<file path="config.mk">
export PLATFORM = sky130hd
export DESIGN_NAME = bit_test_shift_datapath
export DESIGN_NICKNAME = d
export VERILOG_FILES = /design/src/hw/bit_test_shift_datapath.v /design/src/hw/io_space_mem.v
export VERILOG_INCLUDE_DIRS = /design/src /design/src/hw
export SDC_FILE = /design/constraint.sdc
export NUM_CORES = 1
export LEC_CHECK = 0
export BUFFER_PORTS_ARGS = -buffer_cell sky130_fd_sc_hd__clkbuf_2
export CORE_MARGIN = 3
export CORE_UTILIZATION = 45
export DETAILED_ROUTE_END_ITERATION = 8
export PLACE_DENSITY = 0.67
export SYNTH_ARGS = -nofsm -noshare
export SYNTH_HDL_FRONTEND = slang
export SYNTH_SLANG_ARGS = --single-unit
export TNS_END_PERCENT = 20
</file>
<file path="constraint.sdc">
create_clock -name sys_clk -period 6.08 [get_ports sys_clk]
set_input_delay 1.216 -clock sys_clk [delete_from_list [all_inputs] [get_ports sys_clk]]
set_output_delay 1.216 -clock sys_clk [all_outputs]
set_load 0.1 [all_outputs]
</file>
<file path="src/hw/bit_test_shift_datapath_regs.vh">
// Constants for the bit-test and shift datapath: offsets, fields, codes, resets.
// Assumes an AHB-Lite slave decode on the low twelve address bits.
//
// Notes on behaviour
// - set_io_bit forces one I/O bit high, others and flags kept, two cycles.
// - clear_io_bit forces one I/O bit low, others and flags kept, two cycles.
// - logical_shift_left moves bits up, zero into bit 0, updates Z C N V, one cycle.
// - logical_shift_right moves bits down, zero into bit 7, updates Z C N V, one cycle.
// - rotate_left_through_carry: old carry to bit 0, bit 7 to carry, Z C N V.
// - rotate_right_through_carry: old carry to bit 7, bit 0 to carry, Z C N V.
// - arithmetic_shift_right loads bits 0..6 from next higher bit, Z C N V, one cycle.
// - store_bit_to_transfer_flag copies chosen source bit into T only, one cycle.
// - load_bit_from_transfer_flag copies T into chosen bit, flags untouched, one cycle.
// - Flag set and clear ops force one status bit, others unchanged, one cycle.

`ifndef BIT_TEST_SHIFT_DATAPATH_REGS_VH
`define BIT_TEST_SHIFT_DATAPATH_REGS_VH

// ----------------------------------------
// Register offsets
// ----------------------------------------
`define BTS_OFF_CTRL 12'h000
`define BTS_OFF_OPERAND 12'h004
`define BTS_OFF_RESULT 12'h008
`define BTS_OFF_STATUS 12'h00C
`define BTS_OFF_INFO 12'h010
`define BTS_IO_BASE 12'h080
`define BTS_IO_SEL 5'h01

// ----------------------------------------
// Command word fields
// ----------------------------------------
`define BTS_CTRL_OP_LSB 0
`define BTS_CTRL_OP_MSB 4
`define BTS_CTRL_BIT_LSB 8
`define BTS_CTRL_BIT_MSB 10
`define BTS_CTRL_IO_LSB 16
`define BTS_CTRL_IO_MSB 20

// ----------------------------------------
// Operation codes
// ----------------------------------------
`define BTS_OP_SET_IO_BIT 5'h00
`define BTS_OP_CLEAR_IO_BIT 5'h01
`define BTS_OP_SHIFT_LEFT 5'h02
`define BTS_OP_SHIFT_RIGHT 5'h03
`define BTS_OP_ROTATE_LEFT 5'h04
`define BTS_OP_ROTATE_RIGHT 5'h05
`define BTS_OP_ARITH_RIGHT 5'h06
`define BTS_OP_SWAP 5'h07
`define BTS_OP_STATUS_SET 5'h08
`define BTS_OP_STATUS_CLEAR 5'h09
`define BTS_OP_STORE_T 5'h0A
`define BTS_OP_LOAD_T 5'h0B
`define BTS_OP_SET_C 5'h0C
`define BTS_OP_CLEAR_C 5'h0D
`define BTS_OP_SET_N 5'h0E
`define BTS_OP_CLEAR_N 5'h0F
`define BTS_OP_SET_Z 5'h10
`define BTS_OP_CLEAR_Z 5'h11
`define BTS_OP_IRQ_ENABLE 5'h12
`define BTS_OP_IRQ_DISABLE 5'h13
`define BTS_OP_SET_S 5'h14

// ----------------------------------------
// Status register bit positions
// ----------------------------------------
`define BTS_FLAG_C 0
`define BTS_FLAG_Z 1
`define BTS_FLAG_N 2
`define BTS_FLAG_V 3
`define BTS_FLAG_S 4
`define BTS_FLAG_H 5
`define BTS_FLAG_T 6
`define BTS_FLAG_I 7

// ----------------------------------------
// Reset values and timing counts
// ----------------------------------------
`define BTS_STATUS_RST 8'h00
`define BTS_OPERAND_RST 8'h00
`define BTS_RESULT_RST 8'h00
`define BTS_WORD_RST 32'h0000_0000
`define BTS_CYC_IO_BIT 2
`define BTS_CYC_SINGLE 1

`endif

</file>
<file path="src/hw/bit_test_shift_datapath.v">
// Bit-test, shift and status-flag datapath behind an AHB-Lite register slave.
// Assumes a single AHB-Lite master; hready is this slave's own hreadyout.
//
// The register offsets and the AHB-Lite register port are this design's own decisions.
`timescale 1ns/1ps
`include "bit_test_shift_datapath_regs.vh"

module bit_test_shift_datapath (
    input wire sys_clk,
    input wire rstn,
    input wire hsel,
    input wire [31:0] haddr,
    input wire [1:0] htrans,
    input wire hwrite,
    input wire [2:0] hsize,
    input wire [31:0] hwdata,
    input wire hready,
    output reg [31:0] hrdata,
    output reg hreadyout,
    output reg hresp,
    output wire [7:0] status_flags,
    output wire global_irq_enable
);

    // ----------------------------------------
    // States
    // ----------------------------------------
    localparam [2:0] ST_IDLE = 3'b001;
    localparam [2:0] ST_WAIT = 3'b010;
    localparam [2:0] ST_RMW = 3'b100;

    reg [2:0] state_reg;
    reg [2:0] state_next;
    reg dp_write_reg;
    reg [11:0] dp_addr_reg;
    reg [7:0] operand_reg;
    reg [7:0] result_reg;
    reg [7:0] status_reg;
    reg [31:0] ctrl_reg;
    reg bad_op_reg;
    reg [4:0] rmw_addr_reg;
    reg [2:0] rmw_bit_reg;
    reg rmw_set_reg;

    wire accept;
    wire [7:0] mem_rdata;
    reg [4:0] mem_addr;
    reg mem_we;
    reg [7:0] mem_wdata;

    reg [4:0] cmd_op;
    reg [2:0] cmd_bit;
    reg [8:0] sc;
    reg [7:0] ex_sr;
    reg [7:0] ex_res;
    reg ex_res_we;
    reg ex_rmw;
    reg ex_bad;
    reg [31:0] rd_word;

    // ----------------------------------------
    // Functions
    // ----------------------------------------
    function [7:0] bit_mask;
        input [2:0] idx;
        begin
            bit_mask = 8'h01 << idx;
        end
    endfunction

    function is_io;
        input [11:0] a;
        begin
            is_io = (a[11:7] == `BTS_IO_SEL);
        end
    endfunction

    // Returns {carry_out, result}
    function [8:0] shift_calc;
        input [4:0] op;
        input [7:0] rd;
        input c;
        begin
            case (op)
                `BTS_OP_SHIFT_LEFT: shift_calc = {rd[7], rd[6:0], 1'b0};
                `BTS_OP_SHIFT_RIGHT: shift_calc = {rd[0], 1'b0, rd[7:1]};
                `BTS_OP_ROTATE_LEFT: shift_calc = {rd[7], rd[6:0], c};
                `BTS_OP_ROTATE_RIGHT: shift_calc = {rd[0], c, rd[7:1]};
                `BTS_OP_ARITH_RIGHT: shift_calc = {rd[0], rd[7], rd[7:1]};
                default: shift_calc = {c, rd};
            endcase
        end
    endfunction

    // Only Z, C, N, V move; S and H stay as they were
    function [7:0] shift_flags;
        input [7:0] sr;
        input [8:0] cr;
        reg [7:0] f;
        begin
            f = sr;
            f[`BTS_FLAG_Z] = (cr[7:0] == 8'h00);
            f[`BTS_FLAG_C] = cr[8];
            f[`BTS_FLAG_N] = cr[7];
            f[`BTS_FLAG_V] = cr[7] ^ cr[8];
            shift_flags = f;
        end
    endfunction

    assign accept = hsel & htrans[1] & hready;
    assign status_flags = status_reg;
    assign global_irq_enable = status_reg[`BTS_FLAG_I];

    // ----------------------------------------
    // Operation decode
    // ----------------------------------------
    always @* begin
        cmd_op = hwdata[`BTS_CTRL_OP_MSB:`BTS_CTRL_OP_LSB];
        cmd_bit = hwdata[`BTS_CTRL_BIT_MSB:`BTS_CTRL_BIT_LSB];
        sc = shift_calc(cmd_op, operand_reg, status_reg[`BTS_FLAG_C]);
        ex_sr = status_reg;
        ex_res = operand_reg;
        ex_res_we = 1'b0;
        ex_rmw = 1'b0;
        ex_bad = 1'b0;
        case (cmd_op)
            `BTS_OP_SET_IO_BIT, `BTS_OP_CLEAR_IO_BIT: begin
                ex_rmw = 1'b1;
            end
            `BTS_OP_SHIFT_LEFT, `BTS_OP_SHIFT_RIGHT, `BTS_OP_ROTATE_LEFT, `BTS_OP_ROTATE_RIGHT, `BTS_OP_ARITH_RIGHT: begin
                ex_res = sc[7:0];
                ex_res_we = 1'b1;
                ex_sr = shift_flags(status_reg, sc);
            end
            `BTS_OP_SWAP: begin
                ex_res = {operand_reg[3:0], operand_reg[7:4]};
                ex_res_we = 1'b1;
            end
            `BTS_OP_STATUS_SET: begin
                ex_sr = status_reg | bit_mask(cmd_bit);
            end
            `BTS_OP_STATUS_CLEAR: begin
                ex_sr = status_reg & ~bit_mask(cmd_bit);
            end
            `BTS_OP_STORE_T: begin
                ex_sr[`BTS_FLAG_T] = operand_reg[cmd_bit];
            end
            `BTS_OP_LOAD_T: begin
                ex_res[cmd_bit] = status_reg[`BTS_FLAG_T];
                ex_res_we = 1'b1;
            end
            `BTS_OP_SET_C: begin
                ex_sr[`BTS_FLAG_C] = 1'b1;
            end
            `BTS_OP_CLEAR_C: begin
                ex_sr[`BTS_FLAG_C] = 1'b0;
            end
            `BTS_OP_SET_N: begin
                ex_sr[`BTS_FLAG_N] = 1'b1;
            end
            `BTS_OP_CLEAR_N: begin
                ex_sr[`BTS_FLAG_N] = 1'b0;
            end
            `BTS_OP_SET_Z: begin
                ex_sr[`BTS_FLAG_Z] = 1'b1;
            end
            `BTS_OP_CLEAR_Z: begin
                ex_sr[`BTS_FLAG_Z] = 1'b0;
            end
            `BTS_OP_IRQ_ENABLE: begin
                ex_sr[`BTS_FLAG_I] = 1'b1;
            end
            `BTS_OP_IRQ_DISABLE: begin
                ex_sr[`BTS_FLAG_I] = 1'b0;
            end
            `BTS_OP_SET_S: begin
                ex_sr[`BTS_FLAG_S] = 1'b1;
            end
            default: begin
                ex_bad = 1'b1;
            end
        endcase
    end

    // ----------------------------------------
    // I/O space port steering
    // ----------------------------------------
    // One port only; writes run while hready is low so no read can collide
    always @* begin
        mem_we = 1'b0;
        mem_wdata = hwdata[7:0];
        mem_addr = haddr[6:2];
        case (state_reg)
            ST_RMW: begin
                mem_addr = rmw_addr_reg;
                mem_we = 1'b1;
                if (rmw_set_reg) begin
                    mem_wdata = mem_rdata | bit_mask(rmw_bit_reg);
                end else begin
                    mem_wdata = mem_rdata & ~bit_mask(rmw_bit_reg);
                end
            end
            ST_WAIT: begin
                if (dp_write_reg && dp_addr_reg == `BTS_OFF_CTRL) begin
                    mem_addr = hwdata[`BTS_CTRL_IO_MSB:`BTS_CTRL_IO_LSB];
                end else begin
                    mem_addr = dp_addr_reg[6:2];
                    mem_we = dp_write_reg & is_io(dp_addr_reg);
                end
            end
            ST_IDLE: begin
                mem_addr = haddr[6:2];
            end
            default: begin
                mem_addr = haddr[6:2];
            end
        endcase
    end

    io_space_mem u_io_space_mem (
        .sys_clk(sys_clk),
        .rstn(rstn),
        .addr(mem_addr),
        .we(mem_we),
        .wdata(mem_wdata),
        .rdata(mem_rdata)
    );

    // ----------------------------------------
    // Register read mux
    // ----------------------------------------
    always @* begin
        case (haddr[11:0])
            `BTS_OFF_CTRL: rd_word = ctrl_reg;
            `BTS_OFF_OPERAND: rd_word = {24'h00_0000, operand_reg};
            `BTS_OFF_RESULT: rd_word = {24'h00_0000, result_reg};
            `BTS_OFF_STATUS: rd_word = {24'h00_0000, status_reg};
            `BTS_OFF_INFO: rd_word = {31'h0000_0000, bad_op_reg};
            default: rd_word = `BTS_WORD_RST;
        endcase
    end

    // ----------------------------------------
    // Sequencer
    // ----------------------------------------
    always @* begin
        state_next = state_reg;
        case (state_reg)
            ST_IDLE: begin
                if (accept && (hwrite || is_io(haddr[11:0]))) begin
                    state_next = ST_WAIT;
                end
            end
            ST_WAIT: begin
                if (dp_write_reg && dp_addr_reg == `BTS_OFF_CTRL && ex_rmw) begin
                    state_next = ST_RMW;
                end else begin
                    state_next = ST_IDLE;
                end
            end
            ST_RMW: begin
                state_next = ST_IDLE;
            end
            default: begin
                state_next = ST_IDLE;
            end
        endcase
    end

    // ----------------------------------------
    // Bus slave and datapath registers
    // ----------------------------------------
    always @(posedge sys_clk) begin
        if (!rstn) begin
            state_reg <= ST_IDLE;
            hrdata <= `BTS_WORD_RST;
            hreadyout <= 1'b1;
            hresp <= 1'b0;
            dp_write_reg <= 1'b0;
            dp_addr_reg <= 12'h000;
            operand_reg <= `BTS_OPERAND_RST;
            result_reg <= `BTS_RESULT_RST;
            status_reg <= `BTS_STATUS_RST;
            ctrl_reg <= `BTS_WORD_RST;
            bad_op_reg <= 1'b0;
            rmw_addr_reg <= 5'h00;
            rmw_bit_reg <= 3'h0;
            rmw_set_reg <= 1'b0;
        end else begin
            state_reg <= state_next;
            hresp <= 1'b0;
            case (state_reg)
                ST_IDLE: begin
                    if (accept) begin
                        dp_write_reg <= hwrite;
                        dp_addr_reg <= haddr[11:0];
                        if (hwrite || is_io(haddr[11:0])) begin
                            // Wait state keeps hrdata a flop and serialises the one I/O port
                            hreadyout <= 1'b0;
                        end else begin
                            hrdata <= rd_word;
                        end
                    end
                end
                ST_WAIT: begin
                    if (!dp_write_reg) begin
                        hrdata <= {24'h00_0000, mem_rdata};
                        hreadyout <= 1'b1;
                    end else begin
                        hreadyout <= ~(dp_addr_reg == `BTS_OFF_CTRL && ex_rmw);
                        case (dp_addr_reg)
                            `BTS_OFF_CTRL: begin
                                ctrl_reg <= hwdata;
                                bad_op_reg <= ex_bad;
                                status_reg <= ex_sr;
                                if (ex_res_we) begin
                                    result_reg <= ex_res;
                                end
                                rmw_addr_reg <= hwdata[`BTS_CTRL_IO_MSB:`BTS_CTRL_IO_LSB];
                                rmw_bit_reg <= cmd_bit;
                                rmw_set_reg <= (cmd_op == `BTS_OP_SET_IO_BIT);
                            end
                            `BTS_OFF_OPERAND: begin
                                operand_reg <= hwdata[7:0];
                            end
                            `BTS_OFF_STATUS: begin
                                status_reg <= hwdata[7:0];
                            end
                            default: begin
                                result_reg <= result_reg;
                            end
                        endcase
                    end
                end
                ST_RMW: begin
                    // Second cycle of the I/O bit op; flags untouched
                    result_reg <= mem_wdata;
                    hreadyout <= 1'b1;
                end
                default: begin
                    hreadyout <= 1'b1;
                end
            endcase
        end
    end

endmodule

</file>
<file path="src/hw/io_space_mem.v">
// Thirty-two byte I/O register space with one port and registered read data.
// Assumes one access per cycle; write and read share the address.
`timescale 1ns/1ps

module io_space_mem (
    input wire sys_clk,
    input wire rstn,
    input wire [4:0] addr,
    input wire we,
    input wire [7:0] wdata,
    output reg [7:0] rdata
);

    reg [7:0] mem_reg [0:31];
    integer i;

    // ----------------------------------------
    // Storage
    // ----------------------------------------
    // Read returns old data during a write
    always @(posedge sys_clk) begin
        if (!rstn) begin
            for (i = 0; i < 32; i = i + 1) begin
                mem_reg[i] <= 8'h00;
            end
            rdata <= 8'h00;
        end else begin
            if (we) begin
                mem_reg[addr] <= wdata;
            end
            rdata <= mem_reg[addr];
        end
    end

endmodule
</file>
* Word level (Yosys, flattened, before mapping)
Memories as Yosys holds them, arrays and structs flattened. A register that Yosys moved wholly into a read port is not among the register bits.
Cells that the tools add are included.
** Cells by class
- $lt $le $gt $ge :: 2
- Eq/ne operators :: 47
- Shift-type cells :: 2
- Muxes and demuxes :: 48
- Bitwise gates (word level) :: 11
- Reduce and logical (&&, ||, !) cells :: 33
** Operators by type and width (count)
- $pmux W32 S5 :: 1
- $mux W32 :: 3
- $pmux W32 S2 :: 1
- $mux W8 :: 6
- $pmux W9 S5 :: 1
- $eq A5 B4 Y1 const B :: 8
- $reduce_and A4 Y1 :: 10
- $eq A12 B4 Y1 const B :: 3
- $pmux W8 S2 :: 2
- $eq A5 B5 Y1 const B :: 5
- $eq A12 B3 Y1 const B :: 2
- $logic_not A12 Y1 :: 2
- $pmux W8 S3 :: 1
- $reduce_or A21 Y1 :: 1
- $eq A5 B3 Y1 const B :: 4
- $ne A6 B1 Y1 const B :: 3
- $and A8 B8 Y8 :: 2
- $ne A2 B2 Y1 const B :: 8
- $not A8 Y8 :: 2
- $or A8 B8 Y8 :: 2
- $shl A1 B3 Y8 const A :: 2
- $eq A5 B1 Y1 const B :: 3
- $pmux W1 S5 :: 3
- $mux W1 :: 14
- other kinds (35) :: 54
** Storage, ports and cells
- Register bits after elaboration :: 115
- RAM bits :: 256
- Bits of input ports :: 74
- Output and inout bits :: 43
- Memories :: 1
** Memories
- u_io_space_mem.mem_reg :: depth 32, bits a word 8, read ports 1, clocked after memory_dff 1, wr ports 32, line io_space_mem.v:14 : reg [7:0] mem_reg [0:31];

* Longest topological paths before layout
Gate-level depths: netlist (run 1).
- Depth after elaboration :: 10
- Gate-level depth with buffers :: 12

* Cells and area by module
Synthesis (run 1) repeated with hierarchy kept, for this count alone.
** Unflattened totals
- Cell total of the unflattened synthesis :: 1625
- Area total of the unflattened synthesis :: 17864.6 sq um
** Modules (own cells, without submodules)
- io_space_mem :: instances 1, cells each 901, area an instance 12208.0 sq um
- bit_test_shift_datapath :: instances 1, cells each 724, area an instance 5656.7 sq um

* Worst setup path after synthesis (run 1)
OpenSTA, ideal clock, no wires.
- Kind :: input port to flip-flop
- Start point :: in haddr[4]
- End point :: mem u_io_space_mem.mem_reg[12][0] (enable)
- Arrival :: 3161 ps
- Data required time :: 5750 ps
- Path slack :: 2590 ps
- Cell stages on the path :: 9
- Buffers on the path :: 2
- Path through :: clkbuf_1 nor2b_1 o21ai_0 o311a_1 o22ai_1 clkbuf_1 nor2_1 nand3_1 nand2_1
** RTL lines
- from (decl) :: line bit_test_shift_datapath.v:12 : input wire [31:0] haddr,
- to (decl) :: line io_space_mem.v:14

==> impl_metrics.prom, run 1 <==
# TYPE chip_impl_metric gauge
chip_impl_metric{name="critical_path_at",unit="ps"} 4820
chip_impl_metric{name="grt_start_max_net_pins",unit=""} 67
chip_impl_info{name="cts_root_buffer",value="sky130_fd_sc_hd__clkbuf_16"} 1
chip_impl_metric{name="r2r_setup_slack",unit="ps"} 1450
chip_impl_metric{name="clock-skew-final",unit="ps"} 18.0
chip_impl_info{name="worst_flop_to_flop_path_startpoint",value="state_reg[1]"} 1
chip_impl_metric{name="die_h",unit="um"} 203
chip_impl_metric{name="grt_remaining_overflow",unit=""} 0
chip_impl_info{name="hold_path_startpoint",value="ctrl_reg[3]"} 1
chip_impl_metric{name="detail_route.wl_per_cell",unit="um"} 20.7
chip_impl_metric{name="timing.final.hold_violations",unit=""} 0
chip_impl_info{name="synth.top_cells.by_area",value="sky130_fd_sc_hd__edfxtp_1 (44%), sky130_fd_sc_hd__dfxtp_1 (13%), sky130_fd_sc_hd__nor2_1 (7.3%)"} 1
chip_impl_metric{name="vdd_ir_drop_max",unit="mV"} 0.180
chip_impl_metric{name="synth-adder-area-share",unit=""} 0
chip_impl_metric{name="fillerInstances",unit=""} 3390
chip_impl_info{name="synth_top_flop_cell",value="sky130_fd_sc_hd__edfxtp_1"} 1
chip_impl_info{name="timing.rr.end",value="u_io_space_mem.mem_reg[31][7]"} 1
chip_impl_metric{name="floorplan.initialDensity",unit=""} 0.460
chip_impl_metric{name="design.core.area",unit="mm2"} 0.0379
chip_impl_metric{name="final.setup.tns",unit="ps"} 0
chip_impl_metric{name="netlist-cell-type-count",unit=""} 68
chip_impl_info{name="main_combinational_cell_family_by_area_after_synthesis",value="simple AND/OR/NAND/NOR gates"} 1
chip_impl_metric{name="avgViaCountPerCell",unit=""} 5.95
chip_impl_metric{name="cp_max_fo",unit=""} 29
chip_impl_info{name="timing.setup.critical_path_class",value="reg -> reg"} 1
chip_impl_metric{name="area_growth",unit="%"} 12.5
chip_impl_metric{name="vias",unit=""} 14000
chip_impl_metric{name="ys_async_sr_fraction",unit=""} 0
chip_impl_metric{name="antenna_found_initial",unit=""} 0
chip_impl_metric{name="route.antenna.remaining_nets",unit=""} 0
chip_impl_metric{name="antennaDiodeCount",unit=""} 0
chip_impl_metric{name="multi_input_area",unit="mm2"} 0.00688
chip_impl_info{name="rsz0062_at_grt",value="false"} 1
chip_impl_metric{name="sequential_share_of_the_synthesized_area",unit=""} 0.573
chip_impl_metric{name="mean_cell_area_of_the_mapped_netlist",unit="um2"} 9.73
chip_impl_metric{name="hold_buffers",unit=""} 0
chip_impl_metric{name="drt-pass1-iter-count",unit=""} 5
chip_impl_metric{name="ys_warn_count",unit=""} 0
chip_impl_metric{name="synth_fp_nets",unit=""} 1867
chip_impl_metric{name="fin_util",unit=""} 0.517
chip_impl_metric{name="io_buffer_count",unit=""} 91
chip_impl_metric{name="synth_area",unit="mm2"} 0.0174
chip_impl_metric{name="drv_slew",unit=""} 0
chip_impl_metric{name="yosys.area_share.simple",unit=""} 0.212
chip_impl_metric{name="placement_rows",unit=""} 71
chip_impl_metric{name="power-per-cell-area",unit="mW/mm2"} 297
chip_impl_metric{name="ys_seq_elements",unit=""} 371
chip_impl_metric{name="synth_edf_count",unit=""} 256
chip_impl_metric{name="worst-r2r-cell-count",unit=""} 8
chip_impl_metric{name="fraction_of_final_layout_cells_sized_beyond_drive_strength_1",unit=""} 0.113
chip_impl_metric{name="layout.cell_area.non_filler",unit="mm2"} 0.0196
chip_impl_metric{name="clk_path_buf_depth",unit=""} 3
chip_impl_metric{name="post-synth-top-area-fraction",unit=""} 0.441
chip_impl_metric{name="synth_mux_area_frac",unit=""} 0.0537
chip_impl_metric{name="maxCapViolations",unit=""} 0
chip_impl_metric{name="tightestPinTransition",unit="ps"} 1210
chip_impl_metric{name="cts.repair_timing.setup_buffer_count",unit=""} 0
chip_impl_metric{name="cts_htree_levels",unit=""} 2
chip_impl_metric{name="worstHoldPathCells",unit=""} 2
chip_impl_info{name="tritoncts",value="built"} 1
chip_impl_metric{name="gr-usage-all-layers",unit=""} 0.230
chip_impl_metric{name="postSynthCellCount",unit=""} 1793
chip_impl_info{name="hold-path-endpoint",value="ctrl_reg[3]"} 1
chip_impl_metric{name="design.final.nets",unit=""} 1881
chip_impl_metric{name="first_global_vias",unit=""} 13400
chip_impl_info{name="synth_top_cell_by_area",value="sky130_fd_sc_hd__edfxtp_1"} 1
chip_impl_metric{name="holdWs",unit="ps"} 451
chip_impl_metric{name="final.period_utilization",unit=""} 0.761
chip_impl_metric{name="floorplan.io_pins",unit=""} 117
chip_impl_metric{name="finalPower",unit="uW"} 5830
chip_impl_metric{name="source_to_sink_clock_delay_at_the_later_pin_of_the_worst_skew_pair",unit="ps"} 550
chip_impl_metric{name="drc",unit=""} 0
chip_impl_metric{name="cts.repair.resized",unit=""} 0
chip_impl_metric{name="die-width",unit="um"} 203
chip_impl_metric{name="clk_pin_slew",unit="ps"} 60
chip_impl_metric{name="gp_congestion",unit=""} 0.885
chip_impl_metric{name="finalCriticalPeriod",unit="ps"} 4630
chip_impl_metric{name="place_hpwl",unit="mm"} 31.3
chip_impl_info{name="worst_setup_path_start_kind",value="flip-flop"} 1
chip_impl_metric{name="finalWirelength",unit="mm"} 48.5
chip_impl_metric{name="achievable-frequency",unit="MHz"} 216
chip_impl_metric{name="drt_iter0_drc",unit=""} 1395
chip_impl_metric{name="synth-compound-area-share",unit=""} 0.121
chip_impl_info{name="status",value="complete, no violations"} 1
chip_impl_metric{name="max_ffs_per_register",unit=""} 256
chip_impl_metric{name="slew_headroom",unit=""} 0.195
chip_impl_metric{name="xor_and_xnor_area_share_after_synthesis",unit=""} 0.00151
chip_impl_metric{name="worst-endpoint-required",unit="ps"} 6280
chip_impl_metric{name="cts_made_buffers",unit=""} 40
chip_impl_metric{name="area_enclosed_by_the_die_boundary",unit="mm2"} 0.0412
chip_impl_metric{name="leakage",unit="uW"} 0.00714
chip_impl_metric{name="report.final.setup_viol",unit=""} 0
chip_impl_metric{name="detailed_place.area",unit="mm2"} 0.0182
chip_impl_metric{name="cts.sink_count",unit=""} 371
chip_impl_info{name="min-delay-path-class",value="reg -> reg"} 1
chip_impl_metric{name="layout.area.seq",unit="mm2"} 0.00999
chip_impl_info{name="endpoint_kind",value="flip-flop"} 1
chip_impl_metric{name="grt_pass1_wl",unit="mm"} 75.1
[through the flow]
stage	worst slack (ps)	std cells
2_1_floorplan	2590	1793
3_3_place_gp	1530	2276
3_5_place_dp	1460	2276
4_1_cts	1450	2347
5_1_grt	1100	2347
6_report	1450	2347
[where the power goes]
group	leakage [uW]	total [uW]	internal [uW]	switching [uW]
Sequential	0.00358	2790	2760	28.0
Clock	0.000697	2630	1630	999
Combinational	0.00286	419	108	311
[area by class of cell]
type | count | area share
tap | 511 | 0.0326
inverter | 12 | 0.00236
clock inverter | 19 | 0.0160
sequential | 371 | 0.509
clock buffer | 52 | 0.0565
multi-input combinational | 1267 | 0.351
timing repair buffer | 115 | 0.0324
[placed cells by master (no fill, tap or decap), types with 9 or more instances in the layout]
cell type / instances
sky130_fd_sc_hd__o211ai_1: 9
sky130_fd_sc_hd__inv_1: 10
sky130_fd_sc_hd__and3_1: 20
sky130_fd_sc_hd__a21oi_1: 90
sky130_fd_sc_hd__nand2_1: 307
sky130_fd_sc_hd__nor4_1: 13
sky130_fd_sc_hd__nand3_1: 49
sky130_fd_sc_hd__a31oi_1: 10
sky130_fd_sc_hd__clkbuf_2: 92
sky130_fd_sc_hd__a221oi_1: 25
sky130_fd_sc_hd__a211oi_1: 12
sky130_fd_sc_hd__buf_4: 24
sky130_fd_sc_hd__nor3_1: 76
sky130_fd_sc_hd__nor2_1: 338
sky130_fd_sc_hd__a2111oi_0: 16
sky130_fd_sc_hd__a22oi_1: 37
sky130_fd_sc_hd__clkbuf_16: 41
sky130_fd_sc_hd__edfxtp_1: 256
sky130_fd_sc_hd__mux2i_1: 88
sky130_fd_sc_hd__dfxtp_1: 115
sky130_fd_sc_hd__a311oi_1: 10
sky130_fd_sc_hd__o22ai_1: 14
sky130_fd_sc_hd__a221o_1: 9
sky130_fd_sc_hd__o21ai_0: 31
[Yosys cell counts (6+ instances only)]
| cell type | count |
|---|---|
| sky130_fd_sc_hd__a2111oi_0 | 16 |
| sky130_fd_sc_hd__a211oi_1 | 12 |
| sky130_fd_sc_hd__a21oi_1 | 90 |
| sky130_fd_sc_hd__a221o_1 | 9 |
| sky130_fd_sc_hd__a221oi_1 | 25 |
| sky130_fd_sc_hd__a22oi_1 | 37 |
| sky130_fd_sc_hd__a311oi_1 | 10 |
| sky130_fd_sc_hd__a31oi_1 | 10 |
| sky130_fd_sc_hd__and3_1 | 20 |
| sky130_fd_sc_hd__buf_1 | 11 |
| sky130_fd_sc_hd__buf_2 | 32 |
| sky130_fd_sc_hd__buf_4 | 8 |
| sky130_fd_sc_hd__clkbuf_1 | 90 |
| sky130_fd_sc_hd__dfxtp_1 | 115 |
| sky130_fd_sc_hd__edfxtp_1 | 256 |
| sky130_fd_sc_hd__inv_1 | 11 |
| sky130_fd_sc_hd__mux2i_1 | 88 |
| sky130_fd_sc_hd__nand2_1 | 307 |
| sky130_fd_sc_hd__nand3_1 | 49 |
| sky130_fd_sc_hd__nor2_1 | 338 |
| sky130_fd_sc_hd__nor3_1 | 76 |
| sky130_fd_sc_hd__nor3b_1 | 7 |
| sky130_fd_sc_hd__nor4_1 | 13 |
| sky130_fd_sc_hd__o211ai_1 | 9 |
| sky130_fd_sc_hd__o21ai_0 | 31 |
| sky130_fd_sc_hd__o21ai_1 | 9 |
| sky130_fd_sc_hd__o22ai_1 | 14 |
| sky130_fd_sc_hd__o32ai_1 | 8 |
| sky130_fd_sc_hd__or3_1 | 6 |
[critical path, cell delays in order, from the launching register on]
cell and delay (ps):
sky130_fd_sc_hd__dfxtp_1 660, sky130_fd_sc_hd__and4bb_2 380, sky130_fd_sc_hd__and4_1 880, sky130_fd_sc_hd__buf_4 370, sky130_fd_sc_hd__o211ai_1 150, sky130_fd_sc_hd__buf_4 260
sky130_fd_sc_hd__nor2_1 640, sky130_fd_sc_hd__nand3_1 460, sky130_fd_sc_hd__nand2_1 440
[cells by family (layout without fill, tap and decap cells)]
family / Yosys count / count (layout)
flip-flops: 371 / 371
other: 1 / 1
buffers and inverters: 155 / 198
AND/OR/NAND/NOR: 863 / 863
multiplexers: 91 / 91
XOR/XNOR: 3 / 3
AO/OA/AOI/OAI: 309 / 309
[metal layers]
layer  GRT usage  vias up  wire (um)
li1            -     6481          -
met1       0.307     6718      19900
met2       0.383      643      23200
met3      0.0335      127       3590
met4      0.0864        0       1780
met5           0        -          0
[worst max-delay path by stage]
stage / from / end / slack [ps] / depth (start not counted)
detailed placement: haddr[2] / u_io_space_mem.mem_reg[12][5] / 1460 / 7
finish: state_reg[1] / u_io_space_mem.mem_reg[31][7] / 1450 / 8
global placement: haddr[2] / u_io_space_mem.mem_reg[30][7] / 1530 / 7
floorplan: haddr[4] / u_io_space_mem.mem_reg[12][0] / 2590 / 9
global route: state_reg[1] / u_io_space_mem.mem_reg[31][7] / 1100 / 8
CTS: state_reg[1] / u_io_space_mem.mem_reg[31][7] / 1450 / 8
Power figures use the tool's default switching activity.
==> run 2, diff against run 1 <==
- PLACE_DENSITY: 0.67 -> 0.7
- clock period: 6.08 -> 4.24 ns (I/O delays scaled with it)
==> run 2 against run 1 <==
Against the previous run:
- hold slack worse by 1.1 ps
- combinational power increased by 46%
- core utilization rose by 0.069 points
- cell count up 1.1%
- die area unchanged
==> impl_metrics.prom, run 2 (synthesis gave the netlist of run 1 again) <==
# TYPE chip_impl_metric gauge
chip_impl_info{name="status",value="complete, no violations"} 1
chip_impl_metric{name="placed_cells_incl_taps",unit=""} 2300
chip_impl_metric{name="cts.repair_timing.setup_buffer_count",unit=""} 0
chip_impl_info{name="layout_commonest_cell",value="sky130_fd_sc_hd__nor2_1"} 1
chip_impl_metric{name="gp_congestion",unit=""} 0.893
chip_impl_info{name="most_used_cells_in_the_layout_excluding_fill_and_tap_cells",value="sky130_fd_sc_hd__nor2_1 (338), sky130_fd_sc_hd__nand2_1 (307), sky130_fd_sc_hd__edfxtp_1 (256)"} 1
chip_impl_metric{name="tightestPinTransition",unit="ps"} 1260
chip_impl_metric{name="vdd_ir_drop_max",unit="mV"} 0.320
chip_impl_metric{name="detail_route.wl_per_cell",unit="um"} 20.6
chip_impl_info{name="global_route.peak_usage_layer",value="met2"} 1
chip_impl_metric{name="slew_headroom",unit=""} 0.158
chip_impl_metric{name="floorplan.io_pins",unit=""} 117
chip_impl_metric{name="timing.critical_path.slowest_cell_delay",unit="ps"} 1030
chip_impl_metric{name="clk_pin_slew",unit="ps"} 60
chip_impl_metric{name="cell_internal_pwr",unit="uW"} 6180
chip_impl_info{name="timing.critical_path.cells",value="and4bb_2 -> and4_1 -> o211ai_1 -> nand2_1 -> nor3_1 -> nor4_1 -> and3_1 -> o22ai_1"} 1
chip_impl_info{name="tritoncts",value="built"} 1
chip_impl_info{name="timing.setup.critical_path_class",value="reg -> reg"} 1
chip_impl_metric{name="drt-pass1-iter-count",unit=""} 8
chip_impl_metric{name="achievable-frequency",unit="MHz"} 247
chip_impl_metric{name="placement_rows",unit=""} 71
chip_impl_metric{name="area_enclosed_by_the_die_boundary",unit="mm2"} 0.0412
chip_impl_metric{name="final.setup.tns",unit="ps"} 0
chip_impl_metric{name="grt_pass1_wl",unit="mm"} 74.8
chip_impl_info{name="path_delay_family",value="simple AND/OR/NAND/NOR gates"} 1
chip_impl_info{name="cts_root_buffer",value="sky130_fd_sc_hd__clkbuf_16"} 1
chip_impl_metric{name="leakage",unit="uW"} 0.00718
chip_impl_metric{name="drc",unit=""} 0
chip_impl_metric{name="critical_path_at",unit="ps"} 4500
chip_impl_metric{name="grt_use_met1",unit=""} 0.313
chip_impl_metric{name="power-per-cell-area",unit="mW/mm2"} 411
chip_impl_metric{name="clock-skew-final",unit="ps"} 15.6
chip_impl_metric{name="fraction_of_final_layout_cells_sized_beyond_drive_strength_1",unit=""} 0.119
chip_impl_metric{name="finalCriticalPeriod",unit="ps"} 4050
chip_impl_metric{name="worst-path-buf-inv",unit=""} 0
chip_impl_info{name="min-delay-path-class",value="reg -> reg"} 1
chip_impl_info{name="endpoint_kind",value="flip-flop"} 1
chip_impl_metric{name="floorplan.initialDensity",unit=""} 0.460
chip_impl_metric{name="grt_use_met2",unit=""} 0.366
chip_impl_metric{name="finalWirelength",unit="mm"} 48.8
chip_impl_metric{name="stdcell_count",unit=""} 2372
chip_impl_metric{name="drt_iter0_drc",unit=""} 1562
chip_impl_info{name="rsz0062_at_grt",value="false"} 1
chip_impl_metric{name="final.period_utilization",unit=""} 0.956
chip_impl_metric{name="timing.final.hold_violations",unit=""} 0
chip_impl_metric{name="first_global_vias",unit=""} 13300
chip_impl_metric{name="hold_buffers",unit=""} 0
chip_impl_metric{name="die_h",unit="um"} 203
chip_impl_metric{name="max_ffs_per_register",unit=""} 256
chip_impl_metric{name="cts.sink_count",unit=""} 371
chip_impl_metric{name="grtUsageMet3",unit=""} 0.0425
chip_impl_metric{name="drv_slew",unit=""} 0
chip_impl_metric{name="cts_made_buffers",unit=""} 40
chip_impl_metric{name="worst-endpoint-required",unit="ps"} 4690
chip_impl_metric{name="route.antenna.remaining_nets",unit=""} 0
chip_impl_metric{name="fillerInstances",unit=""} 3438
chip_impl_metric{name="share_clk_of_total_power",unit=""} 0.429
chip_impl_metric{name="vias",unit=""} 14200
chip_impl_metric{name="power.net_switching",unit="uW"} 1880
chip_impl_metric{name="gr-usage-all-layers",unit=""} 0.229
chip_impl_info{name="worst_setup_path_start_kind",value="flip-flop"} 1
chip_impl_metric{name="place_hpwl",unit="mm"} 31.9
chip_impl_metric{name="cts.repair.resized",unit=""} 0
chip_impl_metric{name="antennaDiodeCount",unit=""} 0
chip_impl_metric{name="sequentialPowerShare",unit=""} 0.495
chip_impl_metric{name="design.core.area",unit="mm2"} 0.0379
chip_impl_metric{name="report.final.setup_viol",unit=""} 0
chip_impl_metric{name="cts_htree_levels",unit=""} 2
chip_impl_metric{name="area_growth",unit="%"} 12.6
chip_impl_metric{name="grt_remaining_overflow",unit=""} 0
chip_impl_metric{name="fin_util",unit=""} 0.518
chip_impl_metric{name="antenna_found_initial",unit=""} 0
chip_impl_metric{name="die-width",unit="um"} 203
chip_impl_metric{name="holdWs",unit="ps"} 450
chip_impl_metric{name="maxCapViolations",unit=""} 0
chip_impl_metric{name="cp_max_fo",unit=""} 16
chip_impl_metric{name="design.final.nets",unit=""} 1905
chip_impl_metric{name="avgViaCountPerCell",unit=""} 5.98
chip_impl_metric{name="clk_path_buf_depth",unit=""} 3
chip_impl_metric{name="grt_start_max_net_pins",unit=""} 104
chip_impl_metric{name="combinationalPowerShare",unit=""} 0.076
chip_impl_metric{name="source_to_sink_clock_delay_at_the_later_pin_of_the_worst_skew_pair",unit="ps"} 540
chip_impl_metric{name="netSwitchingFraction",unit=""} 0.233
chip_impl_metric{name="io_buffer_count",unit=""} 91
chip_impl_info{name="worst_path_max_delay_cell",value="sky130_fd_sc_hd__o211ai_1"} 1
==> run 2: stage by stage <==
step           instance area [um2]  total power, uW  worst slack (ps)
2_1_floorplan                17400             4460              1120
3_3_place_gp                 18300             4660               550
6_report                     19600             8070               187
3_5_place_dp                 18300             4670               411
4_1_cts                      19600             8100               389
5_1_grt                      19600             8310              11.6
==> run 2: path summary, 6_finish.rpt <==
path | start | slack, ps | cells after the start | to
worst max-delay path | state_reg[2] | 190 | 8 | u_io_space_mem.rdata[7]
worst min-delay path | ctrl_reg[4] | 450 | 2 | ctrl_reg[4]
worst max register to register | state_reg[2] | 190 | 8 | u_io_space_mem.rdata[7]
worst min register to register | ctrl_reg[4] | 450 | 2 | ctrl_reg[4]
==> run 2: layer usage <==
metal | share of wire | routed length (um)
met4 | 0.034 | 1650
met3 | 0.087 | 4270
met1 | 0.41 | 20100
met5 | 0 | 0
met2 | 0.47 | 22800
==> run 2: final cells by class <==
type                            instances  area, um2  share of cell area
Tap cell                              511        639              0.0326
Timing Repair Buffer                  139        841              0.0428
Multi-Input combinational cell       1267       6830               0.348
Clock buffer                           51       1090              0.0557
Clock inverter                         21        201              0.0103
Inverter                               12       46.3             0.00236
Sequential cell                       371       9990               0.509
==> run 2: worst min-delay path, stage by stage, from the launching register on <==
cell and delay [ps]:
sky130_fd_sc_hd__dfxtp_1 310, sky130_fd_sc_hd__nand2_1 50, sky130_fd_sc_hd__a21oi_1 50
==> run 2: power by group through the flow <==
stage / Sequential (uW) / Clock (uW) / Combinational [uW]
CTS: 4000 / 3510 / 599
floorplan: 4090 / 0 / 372
finish: 4000 / 3460 / 610
global placement: 4070 / 0 / 589
detailed placement: 4070 / 0 / 597
global route: 4000 / 3660 / 652
